$ cat config.mk
export PLATFORM = sky130hd
export DESIGN_NAME = bkrg_regs
export DESIGN_NICKNAME = d
export VERILOG_FILES = /design/src/rtl/bkrg_step_timer.v /design/src/rtl/bkrg_regs.v
export VERILOG_INCLUDE_DIRS = /design/src /design/src/rtl
export SDC_FILE = /design/constraint.sdc
export NUM_CORES = 1
export LEC_CHECK = 0
export ABC_AREA = 1
export BUFFER_PORTS_ARGS = -buffer_cell sky130_fd_sc_hd__buf_2
export CAP_MARGIN = 20
export CORE_ASPECT_RATIO = 1.5
export CORE_MARGIN = 5
export CORE_UTILIZATION = 54
export CTS_CLUSTER_DIAMETER = 150
export CTS_CLUSTER_SIZE = 10
export DETAILED_ROUTE_END_ITERATION = 7
export HOLD_SLACK_MARGIN = 0.03
export PLACE_DENSITY_LB_ADDON = 0.15
export SLEW_MARGIN = 10
export SYNTH_ARGS = -nofsm -noshare
export SYNTH_HDL_FRONTEND = slang
export SYNTH_HIERARCHICAL = 1
export SYNTH_SLANG_ARGS = --single-unit
$ cat constraint.sdc
create_clock -name sys_clk -period 4.35 [get_ports sys_clk]
set_input_delay 0.2175 -clock sys_clk [delete_from_list [all_inputs] [get_ports sys_clk]]
set_output_delay 0.2175 -clock sys_clk [all_outputs]
set_load 0.01 [all_outputs]
$ cat src/rtl/bkrg_defines.vh
`ifndef BKRG_DEFINES_VH
`define BKRG_DEFINES_VH

// Register indices; the byte address on the bus is four times the index.
`define BKRG_IDX_BUCK2_CONFIGURATION 6'h39
`define BKRG_IDX_BUCK3_NORMAL_VOLTAGE 6'h3A
`define BKRG_IDX_BUCK3_STANDBY_VOLTAGE 6'h3B
`define BKRG_IDX_BUCK3_SLEEP_VOLTAGE 6'h3C

// Field positions in the buck2 configuration register.
`define BKRG_STEP_RATE_BIT 6
`define BKRG_PHASE_HI 5
`define BKRG_PHASE_LO 4
`define BKRG_FREQ_HI 3
`define BKRG_FREQ_LO 2
`define BKRG_ILIM_BIT 0

// Field position of the buck3 voltage codes.
`define BKRG_VCODE_HI 4
`define BKRG_VCODE_LO 0

// Reset values held until the programmable memory is copied in.
`define BKRG_RST_STEP_RATE 1'h0
`define BKRG_RST_PHASE 2'h0
`define BKRG_RST_FREQ 2'h0
`define BKRG_RST_ILIM 1'h0
`define BKRG_RST_VCODE 5'h00

// Step timing: one 25 mV code step per interval.
`define BKRG_STEP_MV 25
`define BKRG_STEP_FAST_NS 2000
`define BKRG_STEP_SLOW_NS 4000
`define BKRG_CLK_PERIOD_PS 5000
`define BKRG_STEP_FAST_CYC ((`BKRG_STEP_FAST_NS * 1000) / `BKRG_CLK_PERIOD_PS)
`define BKRG_STEP_SLOW_CYC ((`BKRG_STEP_SLOW_NS * 1000) / `BKRG_CLK_PERIOD_PS)

`endif

$ cat src/rtl/bkrg_step_timer.v
`timescale 1ns/1ps
`include "bkrg_defines.vh"

module bkrg_step_timer
(
	input wire sys_clk,
	input wire rstn,
	input wire run,
	input wire slow_sel,
	output wire tick
);

	localparam integer FAST_CYC = `BKRG_STEP_FAST_CYC;
	localparam integer SLOW_CYC = `BKRG_STEP_SLOW_CYC;
	// Both counts fit ten bits; the part-select makes that cut deliberate.
	localparam [9:0] FAST_LAST = FAST_CYC[9:0] - 10'h001;
	localparam [9:0] SLOW_LAST = SLOW_CYC[9:0] - 10'h001;

	reg [9:0] cnt_r;
	reg tick_r;
	wire [9:0] last;

	// The rate is taken live so a rate change applies to the interval already running.
	assign last = slow_sel ? SLOW_LAST : FAST_LAST;
	assign tick = tick_r;

	// Free count while running; restarting on idle keeps the first step a full interval.
	always @(posedge sys_clk or negedge rstn)
	begin
		if (!rstn)
		begin
			cnt_r <= 10'h000;
			tick_r <= 1'h0;
		end
		else if (!run)
		begin
			cnt_r <= 10'h000;
			tick_r <= 1'h0;
		end
		else if (cnt_r >= last)
		begin
			cnt_r <= 10'h000;
			tick_r <= 1'h1;
		end
		else
		begin
			cnt_r <= cnt_r + 10'h001;
			tick_r <= 1'h0;
		end
	end

endmodule

$ cat src/rtl/bkrg_regs.v
// The Wishbone register port was left to the implementer.
`timescale 1ns/1ps
`include "bkrg_defines.vh"

// How it works
// - Bit 6 of buck2 configuration picks one 25 mV step every 2.0 us (0) or 4.0 us (1).
// - Bits 5:4 of buck2 configuration hold the phase clock select and reset to zero.
// - Bits 3:2 of buck2 configuration hold the frequency select, preset from memory.
// - Bit 0 of buck2 configuration picks a 2.75 A (0) or 2.0 A (1) current limit.
// - Buck2 configuration sits at index 0x39 and its bit 7 reads as zero.
// - All four registers are readable and writable at any time, without lock.
// - After reset each configurable field except phase is loaded from the programmable memory.
// - Buck3 normal voltage code is bits 4:0 with bits 7:5 reading zero.
// - Buck3 standby voltage code is bits 4:0 and applies while in standby.
// - Buck3 sleep voltage code is bits 4:0 and applies while in sleep.
module bkrg_regs
#(
	parameter ADR_W = 8,
	parameter CODE_W = 6
)
(
	input wire sys_clk,
	input wire rstn,
	input wire wb_cyc_i,
	input wire wb_stb_i,
	input wire wb_we_i,
	input wire [ADR_W-1:0] wb_adr_i,
	input wire [3:0] wb_sel_i,
	input wire [31:0] wb_dat_i,
	output wire [31:0] wb_dat_o,
	output wire wb_ack_o,
	input wire otp_buck2_step_rate_select,
	input wire [1:0] otp_buck2_frequency_select,
	input wire otp_buck2_current_limit_select,
	input wire [4:0] otp_buck3_normal_voltage_code,
	input wire [4:0] otp_buck3_standby_voltage_code,
	input wire [4:0] otp_buck3_sleep_voltage_code,
	input wire standby_pin,
	input wire sleep_pin,
	input wire [CODE_W-1:0] buck2_target_code,
	output wire buck2_step_rate_select,
	output wire [1:0] buck2_phase_clock_select,
	output wire [1:0] buck2_frequency_select,
	output wire buck2_current_limit_select,
	output wire [4:0] buck3_voltage_code,
	output wire [CODE_W-1:0] buck2_ramp_code,
	output wire buck2_ramp_busy,
	output wire buck2_step_tick,
	output wire otp_load_done
);

	// True when a byte address hits the word register at the given index.
	function reg_hit;
		input [ADR_W-1:0] adr;
		input [5:0] idx;
		begin
			reg_hit = (adr[ADR_W-1:2] == idx[ADR_W-3:0]) && (adr[1:0] == 2'h0);
		end
	endfunction

	// Places a five bit voltage code in the low bits of a bus word.
	function [31:0] vcode_word;
		input [4:0] code;
		begin
			vcode_word = {27'h0000000, code};
		end
	endfunction

	// One code step from the present code toward the target; holds once it is there.
	function [CODE_W-1:0] ramp_step;
		input [CODE_W-1:0] cur;
		input [CODE_W-1:0] tgt;
		begin
			if (cur < tgt)
				ramp_step = cur + {{(CODE_W-1){1'h0}}, 1'h1};
			else if (cur > tgt)
				ramp_step = cur - {{(CODE_W-1){1'h0}}, 1'h1};
			else
				ramp_step = cur;
		end
	endfunction

	reg load_pend_r;
	reg load_done_r;
	reg ack_r;
	reg [31:0] dat_r;
	reg [31:0] dat_nxt;
	reg step_rate_r;
	reg [1:0] phase_r;
	reg [1:0] freq_r;
	reg ilim_r;
	reg [4:0] b3_norm_r;
	reg [4:0] b3_stby_r;
	reg [4:0] b3_sleep_r;
	reg [4:0] b3_applied_r;
	reg [4:0] b3_applied_nxt;
	reg stby_meta_r;
	reg stby_sync_r;
	reg sleep_meta_r;
	reg sleep_sync_r;
	reg [CODE_W-1:0] ramp_r;
	reg busy_r;
	wire bus_req;
	wire take;
	wire wr_lane0;
	wire hit_cfg;
	wire hit_norm;
	wire hit_stby;
	wire hit_sleep;
	wire ramp_tick;

	assign wb_ack_o = ack_r;
	assign wb_dat_o = dat_r;
	assign buck2_step_rate_select = step_rate_r;
	assign buck2_phase_clock_select = phase_r;
	assign buck2_frequency_select = freq_r;
	assign buck2_current_limit_select = ilim_r;
	assign buck3_voltage_code = b3_applied_r;
	assign buck2_ramp_code = ramp_r;
	assign buck2_ramp_busy = busy_r;
	assign otp_load_done = load_done_r;

	// A request is answered once per cycle pair; ack drops the cycle after it rose.
	assign bus_req = wb_cyc_i & wb_stb_i;
	// Access at any time
	// The only stall is the single load cycle after reset; a request made then is
	// simply taken one edge later, so software never sees a lock.
	assign take = bus_req & ~ack_r & ~load_pend_r;
	assign wr_lane0 = take & wb_we_i & wb_sel_i[0];

	assign hit_cfg = reg_hit(wb_adr_i, `BKRG_IDX_BUCK2_CONFIGURATION);
	assign hit_norm = reg_hit(wb_adr_i, `BKRG_IDX_BUCK3_NORMAL_VOLTAGE);
	assign hit_stby = reg_hit(wb_adr_i, `BKRG_IDX_BUCK3_STANDBY_VOLTAGE);
	assign hit_sleep = reg_hit(wb_adr_i, `BKRG_IDX_BUCK3_SLEEP_VOLTAGE);

	// The memory copy runs in the first cycle after release; the bus waits for it.
	always @(posedge sys_clk or negedge rstn)
	begin
		if (!rstn)
		begin
			load_pend_r <= 1'h1;
			load_done_r <= 1'h0;
		end
		else
		begin
			load_pend_r <= 1'h0;
			load_done_r <= 1'h1;
		end
	end

	// Buck2 configuration fields: memory copy first, then bus writes.
	always @(posedge sys_clk or negedge rstn)
	begin
		if (!rstn)
		begin
			step_rate_r <= `BKRG_RST_STEP_RATE;
			phase_r <= `BKRG_RST_PHASE;
			freq_r <= `BKRG_RST_FREQ;
			ilim_r <= `BKRG_RST_ILIM;
		end
		else if (load_pend_r)
		begin
			step_rate_r <= otp_buck2_step_rate_select;
			freq_r <= otp_buck2_frequency_select;
			ilim_r <= otp_buck2_current_limit_select;
			// Phase has no preset and keeps its zero default.
		end
		else if (wr_lane0 && hit_cfg)
		begin
			step_rate_r <= wb_dat_i[`BKRG_STEP_RATE_BIT];
			phase_r <= wb_dat_i[`BKRG_PHASE_HI:`BKRG_PHASE_LO];
			freq_r <= wb_dat_i[`BKRG_FREQ_HI:`BKRG_FREQ_LO];
			ilim_r <= wb_dat_i[`BKRG_ILIM_BIT];
		end
	end

	// Buck3 voltage codes; only bits 4:0 are stored, so upper writes vanish.
	always @(posedge sys_clk or negedge rstn)
	begin
		if (!rstn)
		begin
			b3_norm_r <= `BKRG_RST_VCODE;
			b3_stby_r <= `BKRG_RST_VCODE;
			b3_sleep_r <= `BKRG_RST_VCODE;
		end
		else if (load_pend_r)
		begin
			b3_norm_r <= otp_buck3_normal_voltage_code;
			b3_stby_r <= otp_buck3_standby_voltage_code;
			b3_sleep_r <= otp_buck3_sleep_voltage_code;
		end
		else if (wr_lane0)
		begin
			if (hit_norm)
				b3_norm_r <= wb_dat_i[`BKRG_VCODE_HI:`BKRG_VCODE_LO];
			if (hit_stby)
				b3_stby_r <= wb_dat_i[`BKRG_VCODE_HI:`BKRG_VCODE_LO];
			if (hit_sleep)
				b3_sleep_r <= wb_dat_i[`BKRG_VCODE_HI:`BKRG_VCODE_LO];
		end
	end

	// Read data; unmapped addresses and reserved bits return zero.
	// Only aligned word addresses decode; a stray byte offset reads as unmapped.
	always @*
	begin
		dat_nxt = 32'h00000000;
		if (hit_cfg)
		begin
			dat_nxt[`BKRG_STEP_RATE_BIT] = step_rate_r;
			dat_nxt[`BKRG_PHASE_HI:`BKRG_PHASE_LO] = phase_r;
			dat_nxt[`BKRG_FREQ_HI:`BKRG_FREQ_LO] = freq_r;
			dat_nxt[`BKRG_ILIM_BIT] = ilim_r;
		end
		else if (hit_norm)
			dat_nxt = vcode_word(b3_norm_r);
		else if (hit_stby)
			dat_nxt = vcode_word(b3_stby_r);
		else if (hit_sleep)
			dat_nxt = vcode_word(b3_sleep_r);
	end

	// Acknowledge one cycle after the request is seen, never two in a row.
	always @(posedge sys_clk or negedge rstn)
	begin
		if (!rstn)
			ack_r <= 1'h0;
		else
			ack_r <= take;
	end

	// Read data is captured with the request and held until the next read, so a
	// slow master still finds it stable at the edge where it sees ack.
	always @(posedge sys_clk or negedge rstn)
	begin
		if (!rstn)
			dat_r <= 32'h00000000;
		else if (take && !wb_we_i)
			dat_r <= dat_nxt;
	end

	// Mode pins come from outside the clock domain and pass two flip-flops.
	// Standby pin synchroniser
	always @(posedge sys_clk or negedge rstn)
	begin
		if (!rstn)
		begin
			stby_meta_r <= 1'h0;
			stby_sync_r <= 1'h0;
		end
		else
		begin
			stby_meta_r <= standby_pin;
			stby_sync_r <= stby_meta_r;
		end
	end

	// The pins are unrelated, so each keeps its own pair; only the second flop is read.
	// Sleep pin synchroniser
	always @(posedge sys_clk or negedge rstn)
	begin
		if (!rstn)
		begin
			sleep_meta_r <= 1'h0;
			sleep_sync_r <= 1'h0;
		end
		else
		begin
			sleep_meta_r <= sleep_pin;
			sleep_sync_r <= sleep_meta_r;
		end
	end

	// Sleep wins over standby since it is the deeper state of the two.
	always @*
	begin
		if (sleep_sync_r)
			b3_applied_nxt = b3_sleep_r;
		else if (stby_sync_r)
			b3_applied_nxt = b3_stby_r;
		else
			b3_applied_nxt = b3_norm_r;
	end

	// Registered so the applied code is a clean flop output; it trails the synchronised pins by one edge.
	always @(posedge sys_clk or negedge rstn)
	begin
		if (!rstn)
			b3_applied_r <= `BKRG_RST_VCODE;
		else
			b3_applied_r <= b3_applied_nxt;
	end

	bkrg_step_timer u_step
	(
		.sys_clk(sys_clk),
		.rstn(rstn),
		.run(busy_r),
		.slow_sel(step_rate_r),
		.tick(ramp_tick)
	);

	assign buck2_step_tick = ramp_tick;

	// Buck2 code walks one step per tick toward its target, so the output slews
	// at the selected rate; the jump at load avoids ramping up from zero.
	always @(posedge sys_clk or negedge rstn)
	begin
		if (!rstn)
			ramp_r <= {CODE_W{1'h0}};
		else if (load_pend_r)
			ramp_r <= buck2_target_code;
		else if (ramp_tick)
			ramp_r <= ramp_step(ramp_r, buck2_target_code);
	end

	// Busy trails the code by one cycle; the timer restarts when it falls, so a
	// target given while idle always waits a full interval before its first step.
	always @(posedge sys_clk or negedge rstn)
	begin
		if (!rstn)
			busy_r <= 1'h0;
		else if (load_pend_r)
			busy_r <= 1'h0;
		else
			busy_r <= (ramp_r != buck2_target_code);
	end

endmodule

==> impl_metrics.prom <==
# TYPE chip_impl_metric gauge
chip_impl_info{name="status",value="complete, no violations"} 1
chip_impl_metric{name="seqCellArea",unit="mm²"} 0.00145
chip_impl_metric{name="globalRouteOverflowTotal",unit=""} 0
chip_impl_metric{name="chipWidth",unit="µm"} 75.7
chip_impl_metric{name="drt_iter0_markers",unit=""} 159
chip_impl_metric{name="finalWirelength",unit="µm"} 7890
chip_impl_metric{name="final_max_slew_viol_count",unit=""} 0
chip_impl_info{name="worstSetupStartpointType",value="flop"} 1
chip_impl_metric{name="clkLatencyLatePin",unit="ns"} 0.34
chip_impl_metric{name="floorplan.io_pins",unit=""} 129
chip_impl_info{name="synth.largest_area_cell",value="dfrtp_1"} 1
chip_impl_metric{name="postSynth.asyncResetShare",unit="%"} 100
chip_impl_metric{name="route.detailed.vias_per_inst",unit=""} 4.95
chip_impl_info{name="timing_worst_setup_path_type",value="flop to flop"} 1
chip_impl_metric{name="synth_edf_count",unit=""} 0
chip_impl_metric{name="gp_congestion",unit=""} 0.848
chip_impl_info{name="ys_top_cells_by_count",value="nand2_1 (135), dfrtp_1 (57), inv_1 (46)"} 1
chip_impl_metric{name="ys_ff_latch",unit=""} 58
chip_impl_metric{name="antenna_cells_inserted",unit=""} 0
chip_impl_metric{name="area_growth",unit="%"} 15.4
chip_impl_metric{name="synth_top_cell_area_share",unit="%"} 40.8
chip_impl_metric{name="placement.io_buffers",unit=""} 75
chip_impl_metric{name="tritoncts.num_buffers",unit=""} 9
chip_impl_metric{name="final.setup_skew",unit="ns"} 0.00625
chip_impl_metric{name="fp.dieH",unit="µm"} 109
chip_impl_metric{name="synth-seq-area-share",unit="%"} 41.6
chip_impl_info{name="yosys_most_used_dff",value="dfrtp_1"} 1
chip_impl_metric{name="yosys_warnings",unit=""} 6
chip_impl_metric{name="clock_pin_transition_on_the_worst_setup_and_hold_timing_paths",unit="ns"} 0.07
chip_impl_metric{name="dieArea",unit="mm²"} 0.00822
chip_impl_metric{name="number_of_distinct_standard_cells_referenced_by_the_synthesized_netlist",unit=""} 39
chip_impl_metric{name="power.leakage",unit="µW"} 0.00227
chip_impl_metric{name="power_dens_cells",unit="mW/mm²"} 328
chip_impl_info{name="tritoncts_clock_tree",value="done"} 1
chip_impl_metric{name="syn-instance-count",unit=""} 444
chip_impl_metric{name="grt_pass1_vias",unit=""} 2935
chip_impl_metric{name="multi_input_area",unit="mm²"} 0.00170
chip_impl_metric{name="final_hold_viol_count",unit=""} 0
chip_impl_metric{name="drt_pre_antenna_iters",unit=""} 4
chip_impl_info{name="most_used_cell_cp",value="nand2_1"} 1
chip_impl_metric{name="rows",unit=""} 36
chip_impl_info{name="holdCritPathClass",value="input port to async pin"} 1
chip_impl_metric{name="detail-route-antenna-nets",unit=""} 0
chip_impl_info{name="synthTopCellsByArea",value="dfrtp_1 (41%), nand2_1 (14%), buf_4 (5.6%)"} 1
chip_impl_metric{name="setup_total_negative_slack",unit="ns"} 0
chip_impl_metric{name="vdd.ir_drop.worst",unit="mV"} 0.247
chip_impl_metric{name="wire_per_inst",unit="µm"} 13.0
chip_impl_metric{name="timing.slew.headroom",unit="%"} 44.3
chip_impl_metric{name="drc",unit=""} 0
chip_impl_metric{name="crit_path_max_fanout",unit=""} 8
chip_impl_metric{name="dpl.hpwl",unit="µm"} 6050
chip_impl_metric{name="grt_start_max_net_pins",unit=""} 59
chip_impl_info{name="critical_path.endpoint_type",value="flop"} 1
chip_impl_metric{name="floorplan.core_area",unit="mm²"} 0.00640
chip_impl_metric{name="setup_viol_count_final",unit=""} 0
chip_impl_metric{name="min_period_over_period",unit="%"} 57.8
chip_impl_metric{name="cts_htree_levels",unit=""} 3
chip_impl_info{name="crit_chain",value="ha_1, nand2_1, nor2_1, nand2_1, nand3_1, ha_1, a21o_1, inv_1, nand3_1, nand3_1, o21ai_0, nand2_1, nand2_1"} 1
chip_impl_metric{name="synth_area",unit="mm²"} 0.00350
chip_impl_info{name="clock_tree.root_cell",value="clkbuf_8"} 1
chip_impl_metric{name="post_cts.repair.setup_buffers",unit=""} 0
chip_impl_metric{name="design.final.nets",unit=""} 616
chip_impl_metric{name="post_synth.cell_area_avg",unit="µm²"} 7.87
chip_impl_metric{name="max_slew.worst_pin.slew",unit="ns"} 0.835
chip_impl_metric{name="post-route-min-period",unit="ns"} 2.51
chip_impl_info{name="slowest_stage",value="ha_1"} 1
chip_impl_metric{name="initial_core_util",unit="%"} 54.7
chip_impl_metric{name="global_route_wire_length_before_repair",unit="µm"} 13100
chip_impl_info{name="synth.most_common_cell",value="nand2_1"} 1
chip_impl_metric{name="layout-drive-gt1-share",unit="%"} 23.0
chip_impl_metric{name="n_fill_cell",unit=""} 607
chip_impl_metric{name="max_freq",unit="GHz"} 0.398
chip_impl_metric{name="clock_sinks",unit=""} 58
chip_impl_metric{name="cap_viol_max_count",unit=""} 0
chip_impl_metric{name="timing.critical_path.arrival",unit="ns"} 2.74
chip_impl_metric{name="postLayoutCoreUtil",unit="%"} 63.0
chip_impl_metric{name="track_usage",unit="%"} 21.0
chip_impl_metric{name="route.vias.total",unit=""} 3000
chip_impl_metric{name="cts-root-to-sink-buffers",unit=""} 2
chip_impl_metric{name="worst_path_largest_cell_delay",unit="ns"} 0.45
chip_impl_metric{name="antenna_found_initial",unit=""} 0
chip_impl_metric{name="critPathRequiredTime",unit="ns"} 4.58
chip_impl_info{name="grt_setup_unrepaired",value="no"} 1
## state kept, by name, summed over array words and instances, names as in the netlist, 2 cells and up
name	cells
b3_stby_r	5
wb_dat_o	7
buck2_phase_clock_select	2
u_step/cnt_r	10
b3_norm_r	5
b3_sleep_r	5
buck2_ramp_code	6
buck3_voltage_code	5
buck2_frequency_select	2
## cells in the final DEF, fill, tap and decap left out, drive strengths merged, types with 2 or more instances in the layout
cell type / synthesis / routed
a21boi: 2 / 2
a21o: 2 / 2
a21oi: 18 / 18
buf: 30 / 76
clkbuf: 3 / 14
clkinv: 2 / 4
conb: 2 / 27
dfrtp: 57 / 57
dlygate4sd3: 0 / 2
ha: 14 / 14
inv: 50 / 50
nand2: 144 / 144
nand3: 31 / 31
nand4: 5 / 5
nor2: 36 / 36
nor3: 4 / 4
o211ai: 11 / 11
o21ai: 21 / 21
or2: 2 / 2
xnor2: 3 / 3
xor2: 3 / 3
## per-layer routing
metal  vias to the layer above  GRT usage, %  part of all wire (%)  wire length, µm
met2                        74          35.8                    52             4140
li1                       1526             -                     -                -
met4                         0          10.4                   2.7              210
met3                        19          4.84                   5.7              446
met1                      1381          24.0                    39             3090
met5                         -             0                     0                0
## logic make-up after synthesis
logic type,Yosys count,share of synthesized area [%]
simple gates,224,29.6
other cells,2,0.215
flops,58,41.6
buf+inv,85,12.4
fa+ha+maj,15,5.58
compound gates,54,9.13
xor+xnor,6,1.50
## path summary, 6_finish.rpt
check / slack (ns) / end / from / cells after the start
worst max register to register: 1.84 / buck2_ramp_code[3] / buck2_ramp_code[5] / 13
worst max-delay path: 1.84 / buck2_ramp_code[3] / buck2_ramp_code[5] / 13
worst min-delay path: 0.02 / buck3_voltage_code[2] / rstn / 2
max in group asynchronous: 3.82 / wb_dat_o[3] / rstn / 2
min in group sys_clk: 0.11 / buck2_ramp_code[4] / buck2_target_code[4] / 3
worst min register to register: 0.35 / stby_sync_r / stby_meta_r / 0
## final cells by class
class | instances | share of cell area, %
multi-input cells | 326 | 42.3
flip-flops and latches | 58 | 36.0
repair buffers | 78 | 9.99
inverters | 52 | 4.84
clock buffers | 14 | 4.28
well taps | 76 | 2.36
clock inverters | 2 | 0.248
## worst max-delay path: cells and delay by family (launching register included)
| family | cells | cell delay [ns] |
|---|---|---|
| simple gates | 8 | 0.79 |
| compound gates | 2 | 0.33 |
| fa+ha+maj | 2 | 0.76 |
| flops | 1 | 0.43 |
| buf+inv | 1 | 0.07 |
## where the power goes
part	switching, µW	internal (µW)
Sequential	34.8	577
Combinational	154	101
Clock	204	252
## metrics by stage
| step | area, µm² | worst slack (ns) | hold slack, ns | power (µW) | instances |
|---|---|---|---|---|---|
| 4_1_cts | 4030 | 1.84 | 0.0474 | 1340 | 606 |
| 3_3_place_gp | 3830 | 1.90 | 0.325 | 868 | 588 |
| 6_report | 4030 | 1.84 | 0.0213 | 1320 | 606 |
| 3_5_place_dp | 3830 | 1.85 | 0.331 | 875 | 588 |
| 2_1_floorplan | 3590 | 2.13 | -0.0781 | 801 | 469 |
| 5_1_grt | 4030 | 1.62 | 0.0982 | 1410 | 606 |
## repair_timing
action,4_1_cts,5_1_grt
hold buffers,2,0
endpoints found under the hold margin,2,0
gates resized for setup,0,0
Power figures use the tool's default switching activity.
